**config.mk**
```make
export PLATFORM = sky130hd
export DESIGN_NAME = ciu_top
export DESIGN_NICKNAME = d
export VERILOG_FILES = /design/src/design/ciu_pkg.sv /design/src/design/ciu_ctrl_if.sv /design/src/design/ciu_ctrl.sv /design/src/design/ciu_top.sv
export SDC_FILE = /design/constraint.sdc
export NUM_CORES = 1
export LEC_CHECK = 0
export BUFFER_PORTS_ARGS = -buffer_cell sky130_fd_sc_hd__buf_4
export CORE_ASPECT_RATIO = 1.1
export CORE_MARGIN = 3
export CORE_UTILIZATION = 30
export DETAILED_ROUTE_END_ITERATION = 10
export PLACE_DENSITY = 0.6
export SYNTH_ARGS = -nofsm -noshare
export SYNTH_HDL_FRONTEND = slang
export SYNTH_SLANG_ARGS = --single-unit
```
**constraint.sdc**
```tcl
create_clock -name i_clk -period 8.4 [get_ports i_clk]
set_input_delay 1.68 -clock i_clk [delete_from_list [all_inputs] [get_ports i_clk]]
set_output_delay 1.68 -clock i_clk [all_outputs]
set_load 0.01 [all_outputs]
```
**src/design/ciu_pkg.sv**
```systemverilog
// constants shared by the cascaded interrupt unit
// ==========================================================================
// Contract
// - two cascaded controllers take ten external and eight internal requests
// - slave requests reach the core only through the master cascade input
// - nested priority: highest pending served first, higher preempts lower except a slave line over a slave line in service
// - writing 0x20 to an op command word clears the highest in-service bit
// - master op command word sits at i/o address 0xf020
// - all ten external lines start disabled, each line has its own enable
// - the non-maskable input always reaches the core, nothing masks it
// - external lines four to seven are active low, zero to three active high
package ciu_pkg;
  // ========================================================================
  // i/o addresses
  localparam logic [15:0] CIU_MASTER_OCW_ADDR = 16'hf020;
  localparam logic [15:0] CIU_SLAVE_OCW_ADDR = 16'hf0a0;
  localparam logic [15:0] CIU_SRC_CFG_ADDR = 16'hf832;
  localparam logic [15:0] CIU_EN_LO_ADDR = 16'hf8f0;
  localparam logic [15:0] CIU_EN_HI_ADDR = 16'hf8f2;
  localparam logic [15:0] CIU_MASTER_ISR_ADDR = 16'hf8f4;
  localparam logic [15:0] CIU_SLAVE_ISR_ADDR = 16'hf8f6;
  // ========================================================================
  // codes and reset values
  localparam logic [7:0] CIU_EOI_NONSPEC = 8'h20;
  localparam logic [7:0] CIU_SRC_CFG_RESET = 8'h00;
  localparam logic [9:0] CIU_EN_RESET = 10'h000;
  localparam logic [2:0] CIU_CASCADE_IR = 3'h2;
  localparam int CIU_NUM_EXT = 10;
  localparam int CIU_NUM_INTERNAL = 8;
  localparam int CIU_NUM_IR = 8;
endpackage

```
**src/design/ciu_ctrl_if.sv**
```systemverilog
// link between the top and one priority controller
`timescale 1ns/1ps
`default_nettype none
interface ciu_ctrl_if;
  logic [7:0] ir;
  logic ack;
  logic [2:0] ack_idx;
  logic eoi;
  logic req;
  logic [2:0] idx;
  logic [7:0] isr;
  modport ctrl (input ir, input ack, input ack_idx, input eoi, output req, output idx, output isr);
  modport top (output ir, output ack, output ack_idx, output eoi, input req, input idx, input isr);
endinterface
`default_nettype wire

```
**src/design/ciu_ctrl.sv**
```systemverilog
// one eight-input fully nested priority controller
`timescale 1ns/1ps
`default_nettype none
module ciu_ctrl
  import ciu_pkg::*;
(
  input wire logic i_clk,
  input wire logic i_resetn,
  ciu_ctrl_if.ctrl bus
);
  logic [7:0] isr_q;
  logic [7:0] isr_d;
  logic [2:0] pend_idx;
  logic [2:0] srv_idx;
  logic pend_any;
  logic srv_any;

  // ========================================================================
  // priority search, lowest index wins
  always_comb
  begin
    pend_idx = 3'h0;
    srv_idx = 3'h0;
    pend_any = 1'b0;
    srv_any = 1'b0;
    for (int i = CIU_NUM_IR - 1; i >= 0; i--)
    begin
      if (bus.ir[i])
      begin
        pend_idx = i[2:0];
        pend_any = 1'b1;
      end
      if (isr_q[i])
      begin
        srv_idx = i[2:0];
        srv_any = 1'b1;
      end
    end
  end

  // ========================================================================
  // in-service next state; a set in the same cycle as an eoi wins
  always_comb
  begin
    isr_d = isr_q;
    if (bus.eoi && srv_any)
    begin
      isr_d[srv_idx] = 1'b0;
    end
    if (bus.ack)
    begin
      isr_d[bus.ack_idx] = 1'b1;
    end
  end

  always_ff @(posedge i_clk)
  begin
    if (!i_resetn)
    begin
      isr_q <= 8'h00;
    end
    else
    begin
      isr_q <= isr_d;
    end
  end

  // equal or lower priority stays blocked until its eoi
  assign bus.req = pend_any && (!srv_any || (pend_idx < srv_idx));
  assign bus.idx = pend_idx;
  assign bus.isr = isr_q;
endmodule // ciu_ctrl
`default_nettype wire

```
**src/design/ciu_top.sv**
```systemverilog
// cascaded interrupt unit: master and slave controllers, masks, i/o decode
`timescale 1ns/1ps
`default_nettype none
module ciu_top
  import ciu_pkg::*;
(
  input wire logic i_clk,
  input wire logic i_resetn,
  input wire logic [15:0] i_io_addr,
  input wire logic [7:0] i_io_wdata,
  input wire logic i_io_wr,
  input wire logic i_io_rd,
  output logic [7:0] o_io_rdata,
  input wire logic [3:0] i_high_active_request_inputs,
  input wire logic [3:0] i_low_active_request_inputs_n,
  input wire logic [1:0] i_ext_req_upper,
  input wire logic [7:0] i_internal_req,
  input wire logic i_nmi,
  input wire logic i_int_ack,
  output logic o_int_req,
  output logic [3:0] o_int_id,
  output logic o_nmi
);
  logic [9:0] en_q;
  logic [9:0] en_d;
  logic [7:0] cfg_q;
  logic [7:0] cfg_d;
  logic [7:0] rdata_q;
  logic [7:0] rdata_d;
  logic req_q;
  logic req_d;
  logic [3:0] id_q;
  logic [3:0] id_d;
  logic nmi_q;
  logic nmi_d;
  logic [9:0] ext_lvl;
  logic [9:0] ext_req;
  logic ack_ok;

  ciu_ctrl_if m_if ();
  ciu_ctrl_if s_if ();

  // ========================================================================
  // external line polarity and per-line enable
  assign ext_lvl[3:0] = i_high_active_request_inputs;
  assign ext_lvl[9:8] = i_ext_req_upper;
  genvar g;
  generate
    for (g = 0; g < 4; g++)
    begin : g_low_lines
      assign ext_lvl[4 + g] = ~i_low_active_request_inputs_n[g];
    end
    for (g = 0; g < CIU_NUM_EXT; g++)
    begin : g_mask
      assign ext_req[g] = ext_lvl[g] & en_q[g];
    end
  endgenerate

  // ========================================================================
  // request routing: lines 2..9 on the slave, the rest and internals on the master
  // internal sources five to seven share slots with zero to two, so they cannot be told apart
  assign s_if.ir = ext_req[9:2];
  assign m_if.ir = {i_internal_req[4],
                    i_internal_req[3],
                    i_internal_req[2] | i_internal_req[7],
                    i_internal_req[1] | i_internal_req[6],
                    ext_req[1],
                    s_if.req,
                    ext_req[0],
                    i_internal_req[0] | i_internal_req[5]};

  // ========================================================================
  // acknowledge works on the id the core saw, not on a later winner
  assign ack_ok = i_int_ack && req_q;
  assign m_if.ack = ack_ok;
  assign m_if.ack_idx = id_q[3] ? CIU_CASCADE_IR : id_q[2:0];
  assign s_if.ack = ack_ok && id_q[3];
  assign s_if.ack_idx = id_q[2:0];

  // each controller has its own eoi word; no cross-clearing, software does both
  assign m_if.eoi = i_io_wr && (i_io_addr == CIU_MASTER_OCW_ADDR) && (i_io_wdata == CIU_EOI_NONSPEC);
  assign s_if.eoi = i_io_wr && (i_io_addr == CIU_SLAVE_OCW_ADDR) && (i_io_wdata == CIU_EOI_NONSPEC);

  ciu_ctrl u_master (
    .i_clk(i_clk),
    .i_resetn(i_resetn),
    .bus(m_if.ctrl)
  );

  ciu_ctrl u_slave (
    .i_clk(i_clk),
    .i_resetn(i_resetn),
    .bus(s_if.ctrl)
  );

  // ========================================================================
  // register writes, reads and core-facing outputs
  always_comb
  begin
    en_d = en_q;
    cfg_d = cfg_q;
    rdata_d = rdata_q;
    nmi_d = i_nmi;
    if (i_io_wr)
    begin
      case (i_io_addr)
        CIU_EN_LO_ADDR: en_d[7:0] = i_io_wdata;
        CIU_EN_HI_ADDR: en_d[9:8] = i_io_wdata[1:0];
        CIU_SRC_CFG_ADDR: cfg_d = i_io_wdata;
        default: cfg_d = cfg_q;
      endcase
    end
    if (i_io_rd)
    begin
      case (i_io_addr)
        CIU_EN_LO_ADDR: rdata_d = en_q[7:0];
        CIU_EN_HI_ADDR: rdata_d = {6'h00, en_q[9:8]};
        CIU_SRC_CFG_ADDR: rdata_d = cfg_q;
        CIU_MASTER_ISR_ADDR: rdata_d = m_if.isr;
        CIU_SLAVE_ISR_ADDR: rdata_d = s_if.isr;
        default: rdata_d = 8'h00;
      endcase
    end
    // slave winner reported with the slave flag set
    req_d = m_if.req;
    if (m_if.idx == CIU_CASCADE_IR)
    begin
      id_d = {1'b1, s_if.idx};
    end
    else
    begin
      id_d = {1'b0, m_if.idx};
    end
  end

  always_ff @(posedge i_clk)
  begin
    if (!i_resetn)
    begin
      en_q <= CIU_EN_RESET;
      cfg_q <= CIU_SRC_CFG_RESET;
      rdata_q <= 8'h00;
      req_q <= 1'b0;
      id_q <= 4'h0;
      nmi_q <= 1'b0;
    end
    else
    begin
      en_q <= en_d;
      cfg_q <= cfg_d;
      rdata_q <= rdata_d;
      req_q <= req_d;
      id_q <= id_d;
      nmi_q <= nmi_d;
    end
  end

  assign o_io_rdata = rdata_q;
  assign o_int_req = req_q;
  assign o_int_id = id_q;
  assign o_nmi = nmi_q;
endmodule // ciu_top
`default_nettype wire

```
==> qor.yml, run 1 <==
hold_path:
  hold_class: "flop to flop"
global_route:
  antenna_found_initial: 0
  track_usage_pct: 16.6
  grt_max_degree: 32
  grt_pass1_vias: 2685
  grt_pass1_wl_um: 13200
  gr-total-overflow: 0
synthesis:
  synth-main-ff-cell: "dfxtp_1"
  synth_cell_type_count: 62
  syn_avg_cell_area_um2: 7.83
  ys_warn_count: 0
  ys_seq_area_share_pct: 35.6
  synth_area_leaders: "dfxtp_1 (36%), nand2_1 (7.4%), a21oi_1 (6.1%), nand3_1 (5.2%), o21ai_0 (4.1%)"
  synthesis.nets: 397
  synth_area_um2: 2700
  syn_inst: 345
  synth_edf_count: 0
  async_flop_share_pct: 0
  synth-seq-cells: 48
  synth_largest_area_cell: "dfxtp_1"
  synth_top_area_share_pct: 35.6
drt:
  antenna_left: 0
  drt-initial-drc-count: 253
  via_per_inst: 5.46
  drc: 0
  firstDrtPassIters: 4
  wire_per_inst_um: 15.9
  num_vias: 2824
  routed_wl_um: 8230
pwr:
  p_leak_nw: 1.23
  p_per_area_nw_per_um2: 128
  peakVddDrop_mv: 0.0546
placed_design:
  place_hpwl_um: 6420
  io_buffers: 61
  dp.cells: 509
  gp_congestion: 0.865
  pre_cts_ws_ns: 3.83
setup_path:
  crit_type: "input port to flop"
  crit_chain: "buf_4 -> a22oi_1 -> nor2_1 -> o31ai_1 -> inv_1 -> ha_1 -> o21a_1 -> nor2_1 -> a21oi_1 -> o21ai_0 -> a31oi_1 -> inv_1 -> ha_1 -> and3_1 -> a221oi_2"
  startpoint: "i_ext_req_upper[0]"
  arrival_ns: 4.45
  cpPeakStageDelay_ns: 0.40
  crit_end: "o_int_req$_SDFF_PN0_"
  r2r_slack_ns: 5.29
  critPathCaptureType: "flop"
  reg2regPathDepth: 14
  r2r_end: "o_int_req$_SDFF_PN0_"
  cp-start-kind: "input port"
  required_ns: 8.63
  critPathMaxFanout: 4
  cp_slowest_cell: "o31ai_1"
  rr_startpoint: "en_q[8]$_SDFFE_PN0P_"
finish:
  n_antenna_cell: 0
  area_delta_synth_final_pct: 24.7
  final-seq-area_um2: 961
  fill_cells: 939
  nets: 457
  multi_input_area_um2: 1650
  instances_no_fill: 517
  drive_gt1_share_pct: 22.9
cts:
  cts_max_level: 2
  root_buffer: "clkbuf_8"
  clkSinkCount: 48
  numCtsBuffers: 5
  hold_buffers: 0
  cts_tree: "done"
  clock_path_buffers: 2
  clk_pin_slew_ns: 0.10
  clock_latency_ns: 0.31
  cts-resized-gates: 0
  post_cts_buffers: 0
timing:
  report.final.slew_viol_count: 0
  max_slew_margin_pct: 28.0
  fin_skew_ns: 0.0117
  rsz0062_at_grt: "no"
  fin_ws_ns: 4.18
  period_minus_slack_ns: 4.22
  fmax_ghz: 0.237
  timing.final.crit_share_pct: 50.2
  hold_viol_final: 0
  setup_viol: 0
  setup_tns_ns: 0
  worstMarginPinSlew_ns: 1.08
run:
  cap_violations: 0
floorplan:
  start_util_pct: 31.5
  fp.dieH_um: 106
  die-area_um2: 10200
  coreArea_um2: 8580
  placementRows: 35
  die_w_um: 96.5
  top_level_ports: 62
run_status:
  status: "completed"
[area by class of cell]
cell class	instances	share of cell area, %
inverters	13	1.45
clock inverters	2	0.446
repair buffers	63	14.0
well taps	111	4.12
multi-input cells	274	49.0
clock buffers	6	2.45
flip-flops and latches	48	28.5
[stage by stage]
step | area, µm² | hold WS, ns | util, % | power, mW
detailed placement | 3270 | 0.446 | 38.1 | 0.284
finish | 3370 | 0.460 | 39.3 | 0.430
global route | 3370 | 0.495 | 39.3 | 0.448
global placement | 3270 | 0.443 | 38.1 | 0.283
floorplan | 2700 | 0.436 | - | 0.256
CTS | 3370 | 0.460 | 39.3 | 0.432
[worst max-delay path: cells and delay by family]
kind / cells / cell delay (ns)
compound gates: 7 / 1.62
fa+ha+maj: 2 / 0.57
buf+inv: 3 / 0.29
simple gates: 3 / 0.27
[how the worst min path moves through the flow]
stage,startpoint,endpoint,slack (ns),cells after the start
after floorplan,cfg_q[2]$_SDFFE_PN0P_,cfg_q[2]$_SDFFE_PN0P_,0.44,2
after CTS,cfg_q[4]$_SDFFE_PN0P_,cfg_q[4]$_SDFFE_PN0P_,0.46,2
after global placement,cfg_q[0]$_SDFFE_PN0P_,cfg_q[0]$_SDFFE_PN0P_,0.44,2
final,cfg_q[3]$_SDFFE_PN0P_,cfg_q[3]$_SDFFE_PN0P_,0.46,2
after global routing,cfg_q[0]$_SDFFE_PN0P_,cfg_q[0]$_SDFFE_PN0P_,0.50,2
after detailed placement,cfg_q[4]$_SDFFE_PN0P_,cfg_q[4]$_SDFFE_PN0P_,0.45,2
[cells in the final DEF (no fill, tap or decap), types with 3 or more instances in the layout]
cell type and count:
buf_4 63, nand2_1 53, dfxtp_1 48, a21oi_1 33, nand3_1 28, nor2_1 25
o21ai_0 22, inv_1 12, nor3_1 9, mux2_2 8, nand2b_1 6, a22oi_1 6
a222oi_1 6, clkbuf_8 6, nor2b_1 5, o31ai_1 4, nand4_1 4, ha_1 4
nor4_1 3, o211ai_1 3, or3_1 3, a31oi_1 3, nor4b_1 3
[synth_stat cells (2+ instances only)]
cell and n:
o211ai_1 3, and2_1 2, a31oi_1 3, mux2i_1 2, ha_1 4, a22oi_1 6, dfxtp_1 48, nor2_1 25
a221oi_2 2, nor4_1 3, nor4b_1 3, a21oi_1 33, nor2b_1 5, buf_2 3, nand2b_1 6, nand3_1 28
nand2_1 53, inv_1 12, nand4_1 4, nor3_1 9, o41ai_1 2, o21ai_0 22, o31ai_1 4, a21boi_0 2
clkbuf_1 7, a222oi_1 6, mux2_2 8, or4_4 2, or3_1 3, and3_1 2, a211oi_1 2
[power by group]
| part | leakage (nW) | internal, mW | switching, mW | total (mW) |
|---|---|---|---|---|
| combinational | 0.803 | 0.0239 | 0.0234 | 0.0473 |
| clock | 0.0434 | 0.0668 | 0.0846 | 0.151 |
| sequential | 0.388 | 0.229 | 0.00184 | 0.231 |
| total | 1.23 | 0.320 | 0.110 | 0.430 |
[routing by layer]
| metal | vias up | global-route usage [%] | wire length (µm) |
|---|---|---|---|
| li1 | 1393 | - | - |
| met1 | 1341 | 21.6 | 3560 |
| met2 | 73 | 26.5 | 4010 |
| met3 | 17 | 3.00 | 447 |
| met4 | 0 | 6.91 | 219 |
| met5 | - | 0 | 0 |
[state kept, by name, indices dropped and copies added, names as in the netlist]
signal,count
o_io_rdata,8
en_q,10
o_nmi,1
u_slave.bus.isr,8
o_int_req,1
o_int_id,4
u_master.bus.isr,8
cfg_q,8
[logic make-up after synthesis]
| group | synth area share, % |
|---|---|
| adders and majority gates | 1.85 |
| AOI/OAI and AO/OA | 24.2 |
| and+or+nand+nor | 31.0 |
| DFF | 35.6 |
| buffers and inverters | 3.33 |
| muxes | 4.08 |
Note: power is estimated with default switching activity, not from simulation.
==> run 2: changes to the inputs <==
--- a/config.mk
+++ b/config.mk
@@ -10,7 +10,7 @@
 export CORE_MARGIN = 3
 export CORE_UTILIZATION = 30
 export DETAILED_ROUTE_END_ITERATION = 10
-export PLACE_DENSITY = 0.6
+export PLACE_DENSITY = 0.62
 export SYNTH_ARGS = -nofsm -noshare
 export SYNTH_HDL_FRONTEND = slang
 export SYNTH_SLANG_ARGS = --single-unit
==> constraint.sdc (replaced) <==
create_clock -name i_clk -period 3.7 [get_ports i_clk]
set_input_delay 0.74 -clock i_clk [delete_from_list [all_inputs] [get_ports i_clk]]
set_output_delay 0.74 -clock i_clk [all_outputs]
set_load 0.01 [all_outputs]
==> qor.yml, run 2 (same netlist as run 1, synthesis figures left out) <==
run_status:
  status: "completed"
setup_path:
  cp-start-kind: "input port"
  critPathMaxFanout: 4
  startpoint: "i_low_active_request_inputs_n[2]"
  rr_startpoint: "en_q[8]$_SDFFE_PN0P_"
  required_ns: 3.92
  crit_type: "input port to flop"
  critPathCaptureType: "flop"
  arrival_ns: 3.53
drt:
  drc: 0
  drt-initial-drc-count: 213
  firstDrtPassIters: 8
  routed_wl_um: 8250
  via_per_inst: 5.48
  antenna_left: 0
  num_vias: 2855
  wire_per_inst_um: 15.8
timing:
  fmax_ghz: 0.302
  setup_viol: 0
  fin_skew_ns: 0.00983
  fin_ws_ns: 0.393
  fin_hold_ws_ns: 0.461
  rsz0062_at_grt: "no"
  period_minus_slack_ns: 3.31
  report.final.slew_viol_count: 0
  max_slew_margin_pct: 58.8
  hold_viol_final: 0
  setup_tns_ns: 0
  worstMarginPinSlew_ns: 0.610
  timing.final.crit_share_pct: 89.4
placed_design:
  place_hpwl_um: 6480
  pre_cts_ws_ns: 0.0966
  gp_congestion: 0.903
  io_buffers: 61
floorplan:
  placementRows: 35
  coreArea_um2: 8580
  start_util_pct: 31.5
  die-area_um2: 10200
  top_level_ports: 62
  die_w_um: 96.5
  fp.dieH_um: 106
finish:
  drive_gt1_share_pct: 23.7
  layout_common_cells: "buf_4 (67), nand2_1 (53), dfxtp_1 (48)"
  nets: 461
  largest_reg_flops: 10
  final_common_cell: "buf_4"
  n_antenna_cell: 0
  area_delta_synth_final_pct: 26.5
  regMostFlops: "en_q"
global_route:
  gr-total-overflow: 0
  grt_pass1_wl_um: 13100
  track_usage_pct: 16.5
  antenna_found_initial: 0
  grt_pass1_vias: 2571
  grt_max_degree: 23
pwr:
  fin_total_pwr_mw: 1.03
  p_leak_nw: 1.27
  p_per_area_nw_per_um2: 301
  peakVddDrop_mv: 0.156
cts:
  clkSinkCount: 48
  cts_tree: "done"
  cts-resized-gates: 0
  clock_latency_ns: 0.31
  numCtsBuffers: 5
  hold_buffers: 0
  root_buffer: "clkbuf_8"
  post_cts_buffers: 0
  cts_max_level: 2
  clock_path_buffers: 2
  clk_pin_slew_ns: 0.10
run:
  cap_violations: 0
hold_path:
  min-delay-start: "cfg_q[4]$_SDFFE_PN0P_"
  hold_class: "flop to flop"
run 2: cell types whose count changed in the layout (fill, tap and decap cells not counted), sizes merged:
cell / change
buf: +4
bufinv: +1
clkbuf: -1
clkinvlp: -1
inv: +1
run 2: cell type report:
class / instances / area (µm²)
fill: 925 / 5170
multi-input combinational: 274 / 1650
sequential: 48 / 961
timing repair buffer: 67 / 503
tap: 111 / 139
clock buffer: 5 / 68.8
inverter: 13 / 48.8
clock inverter: 3 / 46.3
run 2: metrics by stage:
step | utilization (%) | instances | instance area, µm²
finish | 39.8 | 521 | 3420
global route | 39.8 | 521 | 3420
CTS | 39.8 | 521 | 3420
detailed placement | 38.5 | 513 | 3300
global placement | 38.5 | 513 | 3300
floorplan | - | 345 | 2700
run 2: worst paths after layout:
path	slack (ns)	cells past startpoint	end
worst max register to register	0.58	14	o_int_req$_SDFF_PN0_
worst min register to register	0.46	2	cfg_q[4]$_SDFFE_PN0P_
worst min-delay path	0.46	2	cfg_q[4]$_SDFFE_PN0P_
worst max-delay path	0.39	16	o_int_req$_SDFF_PN0_
run 2: power by group:
part           leakage, nW  switching [mW]  total (mW)  internal, mW
Sequential           0.388         0.00469       0.525         0.521
Clock               0.0548           0.190       0.394         0.204
Combinational        0.823          0.0533       0.108        0.0546
Total                 1.27           0.248        1.03         0.779
run 2: critical path, cell delays in order:
cell and delay, ns:
buf_4 0.11, nand2b_1 0.17, nand2_1 0.09, nor2_1 0.05
o31ai_1 0.39, inv_1 0.10, ha_1 0.29, o21a_1 0.12
nor2_1 0.04, a21oi_1 0.15, o21ai_0 0.15, a31oi_1 0.38
inv_1 0.09, ha_1 0.27, and3_1 0.15, a221oi_2 0.23
run 2: layer usage:
| metal | up-vias | GRT usage (%) | share of wire, % | routed length, µm |
|---|---|---|---|---|
| met2 | 80 | 27.2 | 50 | 4120 |
| met5 | - | 0 | 0 | 0 |
| met3 | 9 | 2.43 | 5.0 | 415 |
| met4 | 0 | 4.61 | 1.2 | 103 |
| met1 | 1357 | 22.1 | 44 | 3610 |
| li1 | 1409 | - | - | - |
